--- config.mk ---
export PLATFORM = sky130hd
export DESIGN_NAME = panel_settings
export DESIGN_NICKNAME = d
export VERILOG_FILES = /design/src/panel_pkg.sv /design/src/panel_settings.sv
export SDC_FILE = /design/constraint.sdc
export NUM_CORES = 1
export LEC_CHECK = 0
export ABC_CLOCK_PERIOD_IN_PS = 9700
export BUFFER_PORTS_ARGS = -buffer_cell sky130_fd_sc_hd__buf_2
export CAP_MARGIN = 15
export CORE_ASPECT_RATIO = 1.75
export CORE_MARGIN = 4
export CORE_UTILIZATION = 38
export CTS_BUF_LIST = sky130_fd_sc_hd__clkbuf_4 sky130_fd_sc_hd__clkbuf_8
export CTS_CLUSTER_SIZE = 40
export DETAILED_ROUTE_END_ITERATION = 6
export MAX_ROUTING_LAYER = met4
export PLACE_DENSITY = 0.6
export SYNTH_ARGS = -nofsm -noshare
export SYNTH_HDL_FRONTEND = slang
export SYNTH_SLANG_ARGS = --single-unit
--- constraint.sdc ---
create_clock -name mclk -period 9.7 [get_ports mclk]
set_input_delay 0.97 -clock mclk [delete_from_list [all_inputs] [get_ports mclk]]
set_output_delay 0.97 -clock mclk [all_outputs]
set_load 0.005 [all_outputs]
--- src/panel_pkg.sv ---
package panel_pkg;

    localparam int DATA_W = 8;

    // Register port addresses
    localparam logic [1:0] ADDR_COMMAND = 2'h0;
    localparam logic [1:0] ADDR_PARAM = 2'h1;
    localparam logic [1:0] ADDR_STATUS = 2'h2;

    // Command codes
    localparam logic [7:0] CMD_INVERSION = 8'hB4;
    localparam logic [7:0] CMD_REFERENCE = 8'hB5;
    localparam logic [7:0] CMD_COMMON = 8'hB6;

    // Reset values
    localparam logic [7:0] INV_FIRST_RST = 8'h80;
    localparam logic [7:0] INV_SECOND_RST = 8'h00;
    localparam logic [7:0] REF_RST = 8'h09;
    localparam logic [7:0] COM_RST = 8'h4D;
    localparam logic [2:0] COUNT_RST = 3'h0;

    // Writable bit masks, other bits read as zero
    localparam logic [7:0] INV_FIRST_MASK = 8'hF7;
    localparam logic [7:0] INV_SECOND_MASK = 8'h37;
    localparam logic [7:0] REF_MASK = 8'h1F;

    // Field positions
    localparam int BIT_EXTRA_SOURCE = 7;
    localparam int BIT_ROW_SHIFT = 6;
    localparam int BIT_ZZ_ENABLE = 5;
    localparam int BIT_ZZ_VARIANT = 4;
    localparam int PAT_LSB = 0;
    localparam int PAT_W = 3;
    localparam int DELAY_LSB = 4;
    localparam int DELAY_W = 2;
    localparam int REF_W = 5;
    localparam int COUNT_W = 3;
    localparam logic [2:0] PATTERN_INVALID = 3'h7;
    localparam logic [2:0] COUNT_MAX = 3'h4;

    // Parameter byte positions
    localparam logic [1:0] IDX_FIRST = 2'h0;
    localparam logic [1:0] IDX_SECOND = 2'h1;
    localparam logic [1:0] IDX_THIRD = 2'h2;
    localparam logic [1:0] IDX_LAST = 2'h3;

    // Level maps, millivolts
    localparam int REF_BASE_MV = 3500;
    localparam int REF_MID_MV = 5000;
    localparam int REF_KNEE_MV = 5400;
    localparam int REF_COARSE_MV = 100;
    localparam int REF_FINE_MV = 50;
    localparam int REF_MID_CODE = 15;
    localparam int REF_KNEE_CODE = 19;
    localparam int MV_W = 13;
    localparam int COM_K1 = 12;
    localparam int COM_K2 = 22;
    localparam int COM_K3 = 157;
    localparam int COM_K4 = 209;
    localparam int COM_V1 = 300;
    localparam int COM_V2 = 450;
    localparam int COM_V3 = 1800;
    localparam int COM_V4 = 2580;

    typedef enum logic [3:0] {
        SEL_NONE = 4'b0001,
        SEL_INV = 4'b0010,
        SEL_REF = 4'b0100,
        SEL_COM = 4'b1000
    } cmd_sel_t;

endpackage

--- src/panel_settings.sv ---
`timescale 1ns/10ps
// Behaviour
// Command B4 then two bytes set the inversion control.
// Extra-source bit set picks last source channel, clear picks first.
// Row-shift bit set shifts odd rows, clear shifts even rows.
// Zig-zag enable bit turns zig-zag inversion on or off.
// Variant bit set picks second zig-zag variant, clear the first.
// Eight zig-zag types decode from variant, source and row bits.
// Normal pattern field in first byte low bits applies in normal mode.
// Separate idle pattern; codes 0-6 are patterns, code 7 invalid.
// Command B5 then positive and negative 5-bit reference codes.
// Reference code maps monotonically, 0 to 3.5 V, F 5.0 V, 1F 6.0 V.
// Command B6 then two common codes and one read-only byte.
// Scan direction 0 uses forward code, 1 uses backward code.
// Common code maps to falling level, 0 gives 0 V, 4D -1 V.
// Read-only field reports programming count, 0 none, up to 4.
// Bytes taken in order; unsent bytes keep earlier values.
module panel_settings
    import panel_pkg::*;
#(
    parameter int DW = DATA_W
) (
    input wire logic mclk,
    input wire logic rst_n,
    input wire logic [1:0] addr,
    input wire logic [DW-1:0] wdata,
    input wire logic wr,
    input wire logic rd,
    output logic [DW-1:0] rdata,
    input wire logic idle_mode,
    input wire logic panel_scan_direction,
    input wire logic [COUNT_W-1:0] otp_program_count,
    output logic zigzag_enable,
    output logic zigzag_use_last_source,
    output logic zigzag_shift_odd_rows,
    output logic zigzag_second_variant,
    output logic [2:0] zigzag_type,
    output logic [PAT_W-1:0] active_inversion_pattern,
    output logic pattern_invalid,
    output logic [DELAY_W-1:0] amplifier_on_delay,
    output logic [MV_W-1:0] positive_ref_mv,
    output logic [MV_W-1:0] negative_ref_mv,
    output logic [MV_W-1:0] common_level_mv
);

    if (DW != DATA_W) begin : g_bad_width
        $error("panel_settings: data width must be 8");
    end

    cmd_sel_t sel_r, sel_nxt;
    logic [1:0] idx_r, idx_nxt;
    logic [7:0] inv_first_r, inv_first_nxt;
    logic [7:0] inv_second_r, inv_second_nxt;
    logic [7:0] pos_ref_r, pos_ref_nxt;
    logic [7:0] neg_ref_r, neg_ref_nxt;
    logic [7:0] com_fwd_r, com_fwd_nxt;
    logic [7:0] com_bwd_r, com_bwd_nxt;
    logic [COUNT_W-1:0] count_r, count_nxt;
    logic [7:0] rdata_r, rdata_nxt;
    logic zz_en_r, zz_en_nxt;
    logic zz_src_r, zz_src_nxt;
    logic zz_row_r, zz_row_nxt;
    logic zz_var_r, zz_var_nxt;
    logic [2:0] zz_type_r, zz_type_nxt;
    logic [PAT_W-1:0] pat_r, pat_nxt;
    logic pat_bad_r, pat_bad_nxt;
    logic [DELAY_W-1:0] delay_r, delay_nxt;
    logic [MV_W-1:0] pos_mv_r, pos_mv_nxt;
    logic [MV_W-1:0] neg_mv_r, neg_mv_nxt;
    logic [MV_W-1:0] com_mv_r, com_mv_nxt;
    logic [7:0] com_sel;

    // Reference code to millivolts
    function automatic logic [MV_W-1:0] ref_mv(input logic [7:0] code);
        int c;
        int v;
        c = int'(code[REF_W-1:0]);
        if (c <= REF_MID_CODE) begin
            v = REF_BASE_MV + REF_COARSE_MV * c;
        end else if (c <= REF_KNEE_CODE) begin
            v = REF_MID_MV + REF_COARSE_MV * (c - REF_MID_CODE);
        end else begin
            v = REF_KNEE_MV + REF_FINE_MV * (c - REF_KNEE_CODE);
        end
        return MV_W'(v);
    endfunction

    // Common code to millivolts below ground
    function automatic logic [MV_W-1:0] com_mv(input logic [7:0] code);
        int c;
        int v;
        c = int'(code);
        if (c <= COM_K1) begin
            v = 25 * c;
        end else if (c <= COM_K2) begin
            v = COM_V1 + 15 * (c - COM_K1);
        end else if (c <= COM_K3) begin
            v = COM_V2 + 10 * (c - COM_K2);
        end else if (c <= COM_K4) begin
            v = COM_V3 + 15 * (c - COM_K3);
        end else begin
            v = COM_V4 + 20 * (c - COM_K4);
        end
        return MV_W'(v);
    endfunction

    // Parameter byte read back
    function automatic logic [7:0] param_byte(input cmd_sel_t s, input logic [1:0] i);
        logic [7:0] b;
        b = 8'h00;
        unique case (s)
            SEL_INV: b = (i == IDX_FIRST) ? inv_first_r : (i == IDX_SECOND) ? inv_second_r : 8'h00;
            SEL_REF: b = (i == IDX_FIRST) ? pos_ref_r : (i == IDX_SECOND) ? neg_ref_r : 8'h00;
            SEL_COM: begin
                if (i == IDX_FIRST) begin
                    b = com_fwd_r;
                end else if (i == IDX_SECOND) begin
                    b = com_bwd_r;
                end else if (i == IDX_THIRD) begin
                    b = {5'h00, count_r};
                end
            end
            SEL_NONE: b = 8'h00;
        endcase
        return b;
    endfunction

    assign com_sel = panel_scan_direction ? com_bwd_r : com_fwd_r;

    // Command and parameter sequencing
    always_comb begin
        sel_nxt = sel_r;
        idx_nxt = idx_r;
        inv_first_nxt = inv_first_r;
        inv_second_nxt = inv_second_r;
        pos_ref_nxt = pos_ref_r;
        neg_ref_nxt = neg_ref_r;
        com_fwd_nxt = com_fwd_r;
        com_bwd_nxt = com_bwd_r;
        rdata_nxt = 8'h00;
        if (wr && addr == ADDR_COMMAND) begin
            idx_nxt = IDX_FIRST;
            unique case (wdata)
                CMD_INVERSION: sel_nxt = SEL_INV;
                CMD_REFERENCE: sel_nxt = SEL_REF;
                CMD_COMMON: sel_nxt = SEL_COM;
                default: sel_nxt = SEL_NONE;
            endcase
        end else if (wr && addr == ADDR_PARAM) begin
            // Only the byte at the current position changes
            unique case (sel_r)
                SEL_INV: begin
                    if (idx_r == IDX_FIRST) begin
                        inv_first_nxt = wdata & INV_FIRST_MASK;
                    end else if (idx_r == IDX_SECOND) begin
                        inv_second_nxt = wdata & INV_SECOND_MASK;
                    end
                end
                SEL_REF: begin
                    if (idx_r == IDX_FIRST) begin
                        pos_ref_nxt = wdata & REF_MASK;
                    end else if (idx_r == IDX_SECOND) begin
                        neg_ref_nxt = wdata & REF_MASK;
                    end
                end
                SEL_COM: begin
                    if (idx_r == IDX_FIRST) begin
                        com_fwd_nxt = wdata;
                    end else if (idx_r == IDX_SECOND) begin
                        com_bwd_nxt = wdata;
                    end
                end
                SEL_NONE: begin
                end
            endcase
            idx_nxt = (idx_r == IDX_LAST) ? idx_r : idx_r + 2'h1;
        end
        if (rd && addr == ADDR_PARAM) begin
            rdata_nxt = param_byte(sel_r, idx_r);
            idx_nxt = (idx_r == IDX_LAST) ? idx_r : idx_r + 2'h1;
        end else if (rd && addr == ADDR_STATUS) begin
            rdata_nxt = {pat_bad_r, zz_type_r, zz_en_r, pat_r};
        end
    end

    // Decoded settings
    always_comb begin
        count_nxt = (otp_program_count > COUNT_MAX) ? COUNT_MAX : otp_program_count;
        zz_src_nxt = inv_first_r[BIT_EXTRA_SOURCE];
        zz_row_nxt = inv_first_r[BIT_ROW_SHIFT];
        zz_en_nxt = inv_first_r[BIT_ZZ_ENABLE];
        zz_var_nxt = inv_first_r[BIT_ZZ_VARIANT];
        zz_type_nxt = {zz_var_nxt, zz_src_nxt, ~(zz_src_nxt ^ zz_row_nxt)};
        if (idle_mode) begin
            pat_nxt = inv_second_r[PAT_LSB +: PAT_W];
        end else begin
            pat_nxt = inv_first_r[PAT_LSB +: PAT_W];
        end
        pat_bad_nxt = (pat_nxt == PATTERN_INVALID);
        delay_nxt = inv_second_r[DELAY_LSB +: DELAY_W];
        pos_mv_nxt = ref_mv(pos_ref_r);
        neg_mv_nxt = ref_mv(neg_ref_r);
        com_mv_nxt = com_mv(com_sel);
    end

    always_ff @(posedge mclk or negedge rst_n) begin
        if (!rst_n) begin
            sel_r <= SEL_NONE;
            idx_r <= IDX_FIRST;
            inv_first_r <= INV_FIRST_RST;
            inv_second_r <= INV_SECOND_RST;
            pos_ref_r <= REF_RST;
            neg_ref_r <= REF_RST;
            com_fwd_r <= COM_RST;
            com_bwd_r <= COM_RST;
            count_r <= COUNT_RST;
            rdata_r <= 8'h00;
            zz_en_r <= 1'b0;
            zz_src_r <= 1'b0;
            zz_row_r <= 1'b0;
            zz_var_r <= 1'b0;
            zz_type_r <= 3'h0;
            pat_r <= 3'h0;
            pat_bad_r <= 1'b0;
            delay_r <= 2'h0;
            pos_mv_r <= 13'h0000;
            neg_mv_r <= 13'h0000;
            com_mv_r <= 13'h0000;
        end else begin
            sel_r <= sel_nxt;
            idx_r <= idx_nxt;
            inv_first_r <= inv_first_nxt;
            inv_second_r <= inv_second_nxt;
            pos_ref_r <= pos_ref_nxt;
            neg_ref_r <= neg_ref_nxt;
            com_fwd_r <= com_fwd_nxt;
            com_bwd_r <= com_bwd_nxt;
            count_r <= count_nxt;
            rdata_r <= rdata_nxt;
            zz_en_r <= zz_en_nxt;
            zz_src_r <= zz_src_nxt;
            zz_row_r <= zz_row_nxt;
            zz_var_r <= zz_var_nxt;
            zz_type_r <= zz_type_nxt;
            pat_r <= pat_nxt;
            pat_bad_r <= pat_bad_nxt;
            delay_r <= delay_nxt;
            pos_mv_r <= pos_mv_nxt;
            neg_mv_r <= neg_mv_nxt;
            com_mv_r <= com_mv_nxt;
        end
    end

    assign rdata = rdata_r;
    assign zigzag_enable = zz_en_r;
    assign zigzag_use_last_source = zz_src_r;
    assign zigzag_shift_odd_rows = zz_row_r;
    assign zigzag_second_variant = zz_var_r;
    assign zigzag_type = zz_type_r;
    assign active_inversion_pattern = pat_r;
    assign pattern_invalid = pat_bad_r;
    assign amplifier_on_delay = delay_r;
    assign positive_ref_mv = pos_mv_r;
    assign negative_ref_mv = neg_mv_r;
    assign common_level_mv = com_mv_r;
endmodule

# Word-level counts from Yosys, hierarchy flattened
# Index checks and enable logic that the tools add are counted.
word_totals:
  register_bits: 107
  in_bits: 19
  out_inout_bits: 60
  wordCells: 116
classes:
  n_addsub: 19
  multipliers: 11
  order_cmp: 9
  n_eq_ne: 13
  muxes: 26
  n_bitwise: 4
  n_reduce_logical: 13
ops:
  columns: ["operator", "n"]
  rows:
  - ["13-bit two-way mux", 8]
  - ["13-bit adder, first input constant", 5]
  - ["8-bit two-way mux", 6]
  - ["8-bit case mux with 4 select lines", 1]
  - ["10-bit by 13-bit adder with 13-bit output, first input constant", 2]
  - ["12-bit by 12-bit adder with 13-bit output, first input constant", 2]
  - ["5-bit by 9-bit multiplier with 13-bit output, first input constant", 2]
  - ["8-bit equality test, second input constant", 3]
  - ["6-bit by 6-bit multiplier with 12-bit output, first input constant", 2]
  - ["6-bit by 6-bit multiplier with 11-bit output, first input constant", 2]
  - ["5-bit by 5-bit multiplier with 10-bit output, first input constant", 2]
  - ["8-bit by 8-bit subtractor with 9-bit output, second input constant", 2]
  - ["8-bit <= comparator, second input constant", 2]
  - ["5-bit AND reduction", 3]
  - ["12-bit by 13-bit adder with 13-bit output, first input constant", 1]
  - ["5-bit by 8-bit multiplier with 13-bit output, first input constant", 1]
  - ["4-bit by 9-bit multiplier with 12-bit output, first input constant", 1]
  - ["4-bit case mux with 3 select lines", 1]
  - ["4-bit AND reduction", 3]
  - ["5-bit by 4-bit subtractor with 6-bit output, second input constant", 2]
  - ["5-bit by 5-bit subtractor with 6-bit output, second input constant", 2]
  - ["4-bit by 9-bit multiplier with 11-bit output, first input constant", 1]
  - ["5-bit by 4-bit <= comparator with 1-bit output, second input constant", 2]
  - ["5-bit <= comparator, second input constant", 2]
  - ["22 further kinds", 37]

# Depth between registers and ports, before layout
logic_depth:
  word_depth: 8
  depth_mapped: 22
  mapped_depth_nobuf: 21

# Worst setup path before layout
# OpenSTA, ideal clock, no wires.
synth_timing:
  path_type: "input -> register"
  startpoint: "input panel_scan_direction"
  endpoint: "register com_mv_r[11] (netlist: common_level_mv[11])"
  setup_ps: 134
  t_arrival_ps: 6183
  required_ps: 9566
  path_slack_ps: 3382
  path_stages: 19
  n_path_buf: 1
  cell_sequence: "buf_6 -> mux2i_1 -> inv_1 -> ha_1 -> nor2b_1 -> xnor2_1 -> ha_1 -> fa_1 -> inv_1 -> fa_1 -> inv_1 -> fa_1 -> a211oi_1 -> o21bai_1 -> a2111oi_0 -> o31ai_1 -> nor3b_1 -> a211oi_1 -> a311oi_1"
synth_via:
  elab_chain_cells: 8
  elab_cells_between_ends: 22
  cone_classes: "add/sub (8); mul (5); order compare (4); mux (5)"
synth_rtl:
  columns: ["item", "line_no", "rtl"]
  rows:
  - ["start, declared", "panel_settings.sv:31", "input wire logic panel_scan_direction,"]
  - ["8-bit two-way mux *", "panel_settings.sv:128", "assign com_sel = panel_scan_direction ? com_bwd_r : com_fwd_r;"]
  - ["8-bit by 8-bit subtractor with 9-bit output (on tied branches)", "panel_settings.sv:102, panel_settings.sv:100", null]
  - ["4-bit by 9-bit multiplier with 11-bit output or 5-bit by 9-bit multiplier with 13-bit output (tied branches)", "panel_settings.sv:102, panel_settings.sv:100", null]
  - ["13-bit adder or 12-bit by 13-bit adder with 13-bit output (tied branches)", "panel_settings.sv:102, panel_settings.sv:100", null]
  - ["13-bit two-way mux", "panel_settings.sv:99", "end else if (c <= COM_K4) begin"]
  - ["13-bit two-way mux", "panel_settings.sv:97", "end else if (c <= COM_K3) begin"]
  - ["13-bit two-way mux", "panel_settings.sv:95", "end else if (c <= COM_K2) begin"]
  - ["13-bit two-way mux *", "panel_settings.sv:93", "if (c <= COM_K1) begin"]
  - ["named net com_mv_nxt[11]", "panel_settings.sv:70", "logic [MV_W-1:0] com_mv_r, com_mv_nxt;"]
  - ["end signal, assigned", "panel_settings.sv:250", "com_mv_r <= com_mv_nxt;"]
  - ["end, declared", "panel_settings.sv:70", null]
# Mark *: on every way through the listed nets, which the timed path passes. The rest lies on a longest branch.
# A chain may end at the register's enable or synchronous reset.

# Final worst setup path
# Same ends and word-level chain as after synthesis.

==> impl_metrics.ini <==
[detailed_routing]
vias = 10200
wl_per_cell_um = 17.9
totalWireLength_um = 34500
first_iter_violations = 514
dr.pass1.iters = 6
ant_nets = 0
route.detailed.drc = 0
avgViaCountPerCell = 5.28

[yosys]
synth_top_area_share = 0.241
synth_ff_type = dfrtp_1
synth_common_cells = 251 x ha_1, 169 x inv_1, 110 x xnor2_1, 91 x nand2_1, 89 x dfrtp_1
synth-simple-area-share = 0.101
synthMuxAreaShare = 0.0510
ys_types = 81
syn_area_per_cell_um2 = 9.24
seq_area_frac_synth = 0.199
synthTopCellsByArea = ha_1 24%, dfrtp_1 17%, fa_1 8.6%
ys_warn_count = 0
synth_area_leader_cell = ha_1
synth_xor_area_frac = 0.105
synth_top_family_by_area = adder cells
yosysMostFrequentCell = ha_1
synth_cells = 1412
async_flop_share = 1.00
ys_ff_latch = 103
synth_compound_area_frac = 0.153
synth_area_um2 = 13000
synthAdderAreaFrac = 0.327
synth_edf_count = 0

[power]
pwr-share-comb = 0.293
peakVddDrop_uv = 62.9
intPower_mw = 0.670
switching_share = 0.352
p_per_area_nw_per_um2 = 73.6
leakage_nw = 7.02
p_seq_frac = 0.440
p_switching_mw = 0.364
finalPower_mw = 1.03
p_clk_frac = 0.266

[clock_network]
cts_max_level = 3
cts_tree = done
clk_pin_slew_ns = 0.12
cts_setup_buffers = 0
max-clock-path-buffers = 2
ctsHoldBuffers = 0
clock_sinks = 103
cts-resized-gates = 0
cts_buffers = 9
cts_root_buf = clkbuf_8
clk_latency_ns = 0.40

[global_route]
grt_first_pass_wirelength_um = 55600
grtUsageMet3 = 0.0177
top_usage_layer = met2
grt_overflow = 0
grtUsageMet1 = 0.191
grtUsageTotal = 0.190
grt_pass1_vias = 10700
grt_max_degree = 58
use_met2 = 0.379
antenna_found_initial = 1

[floorplan]
fp.coreArea_um2 = 33900
start_util = 0.385
rows = 89
die_y_um = 253
fp.dieW_um = 148
design.die.area_um2 = 37500
boundaryPins = 79

[setup_path]
critPathMaxFanout = 9
end_kind = flop
crit_type = input pin to flop
critPathCapture = common_level_mv[11]
cp.arrival_ns = 6.68
crit_required_ns = 10.00
r2r_slack_ns = 3.90
reg2reg_depth = 18
startpoint_type = input pin
crit_start = panel_scan_direction
worst_r2r_startpoint = com_fwd_r[3]
r2r-end = common_level_mv[11]

[sta]
skew_ns = 0.0157
max_freq_ghz = 0.157
timing.final.ws_setup_ns = 3.33
rsz0062_at_grt = no
worst_hold_slack_ns = 0.427
drv_slew = 0
setup_tns_ns = 0
fin_crit_ns = 6.37
slew_headroom = 0.276
finalSetupViolCount = 0
hold_violations = 0
worstMarginPinSlew_ns = 1.08
period_share = 0.657

[layout]
final_cell_area_um2 = 14100
fin_cells = 1931
area_growth_pct = 7.77
drive_gt1_frac = 0.119
finish.utilization = 0.415
finalNetCount = 1796

[min_path]
min_path_type = flop to flop

[status]
status = complete, no violations

[place]
dp_slack_ns = 2.96
gp_congestion = 0.913
post-place-cells = 1914
dpl_cell_area_um2 = 13900
hpwl_um = 28900
io_buffer_count = 76

[flow_run]
drv_cap = 0
==> worst max-delay path, stage by stage <==
cell	delay (ns)
buf_2	0.29
mux2i_2	0.56
inv_2	0.24
ha_1	0.35
nor2b_1	0.20
xnor2_1	0.36
ha_1	0.34
fa_1	0.54
inv_1	0.06
fa_1	0.53
inv_1	0.07
fa_1	0.48
a211oi_1	0.25
o21bai_1	0.12
a2111oi_0	0.57
nor4_1	0.12
nor3b_1	0.23
a211oi_1	0.08
a311oi_1	0.31
==> state kept, by name, summed over array words and instances, names as in the netlist, 4 cells and up <==
| register | flops |
|---|---|
| common_level_mv | 13 |
| rdata | 8 |
| com_fwd_r | 8 |
| neg_ref_r | 5 |
| inv_second_r | 5 |
| inv_first_r | 7 |
| pos_ref_r | 5 |
| positive_ref_mv | 12 |
| sel_r | 4 |
| com_bwd_r | 8 |
| negative_ref_mv | 12 |
==> worst min-delay path by stage <==
stage / from / end / depth (start not counted)
final: inv_first_r[5] / zigzag_enable / 0
after global routing: inv_first_r[5] / zigzag_enable / 0
after CTS: inv_first_r[5] / zigzag_enable / 0
after detailed placement: inv_first_r[5] / zigzag_enable / 0
after global placement: inv_first_r[5] / zigzag_enable / 0
after floorplan: inv_second_r[5] / amplifier_on_delay[1] / 0
==> cells in the final DEF, fill, tap and decap left out, types with 5 or more instances in the layout <==
cell | synthesis | routed
nand3_1 | 17 | 17
dfstp_2 | 14 | 14
clkbuf_8 | 0 | 9
nor2b_1 | 21 | 21
a21o_1 | 26 | 26
o21ai_0 | 79 | 79
a41oi_1 | 6 | 6
and2_1 | 15 | 15
buf_2 | 3 | 75
ha_1 | 251 | 251
nor3_1 | 11 | 11
xnor2_1 | 110 | 110
nand4_1 | 6 | 6
o41ai_1 | 6 | 6
mux2_2 | 38 | 38
fa_1 | 56 | 56
nand2_1 | 91 | 91
dfrtp_1 | 89 | 89
a211oi_1 | 13 | 13
nand2b_1 | 9 | 9
nor4_1 | 8 | 8
nor2_1 | 72 | 72
xor2_1 | 47 | 47
inv_1 | 169 | 169
buf_4 | 4 | 5
o31ai_1 | 10 | 10
a31oi_1 | 9 | 9
o21bai_1 | 7 | 7
a22oi_1 | 8 | 8
o211ai_1 | 23 | 23
mux2i_1 | 16 | 16
a21oi_1 | 65 | 65
==> cell type report <==
class                      instances  area (µm²)
clock buffer                      10         131
tap                              455         569
fill                            3457       19800
multi-input combinational       1101        9620
antenna                            1        2.50
timing repair buffer              80         413
clock inverter                     6        55.1
sequential                       103        2590
inverter                         175         664
==> power groups by stage <==
| stage | Sequential (mW) | Clock, mW | Combinational (mW) |
|---|---|---|---|
| 2_1_floorplan | 0.456 | 0 | 0.223 |
| 3_3_place_gp | 0.463 | 0 | 0.300 |
| 3_5_place_dp | 0.464 | 0 | 0.303 |
| 4_1_cts | 0.456 | 0.287 | 0.305 |
| 5_1_grt | 0.457 | 0.304 | 0.339 |
| 6_report | 0.455 | 0.276 | 0.303 |
==> cell families (layout without fill, tap and decap cells) <==
kind of cell | Yosys count | after routing
AO/OA/AOI/OAI | 301 | 301
XOR/XNOR | 157 | 157
buffers and inverters | 209 | 271
multiplexers | 59 | 59
other | 1 | 3
AND/OR/NAND/NOR | 275 | 275
flip-flops | 103 | 103
adder cells (fa/ha/maj) | 307 | 307
==> per-layer routing <==
metal | vias to the layer above | routed length (µm) | part of all wire
li1 | 4981 | - | -
met5 | - | 0 | 0
met1 | 4924 | 12600 | 0.37
met2 | 226 | 19500 | 0.57
met3 | 67 | 1110 | 0.032
met4 | 0 | 1230 | 0.036
(Power assumes the default switching activity.)
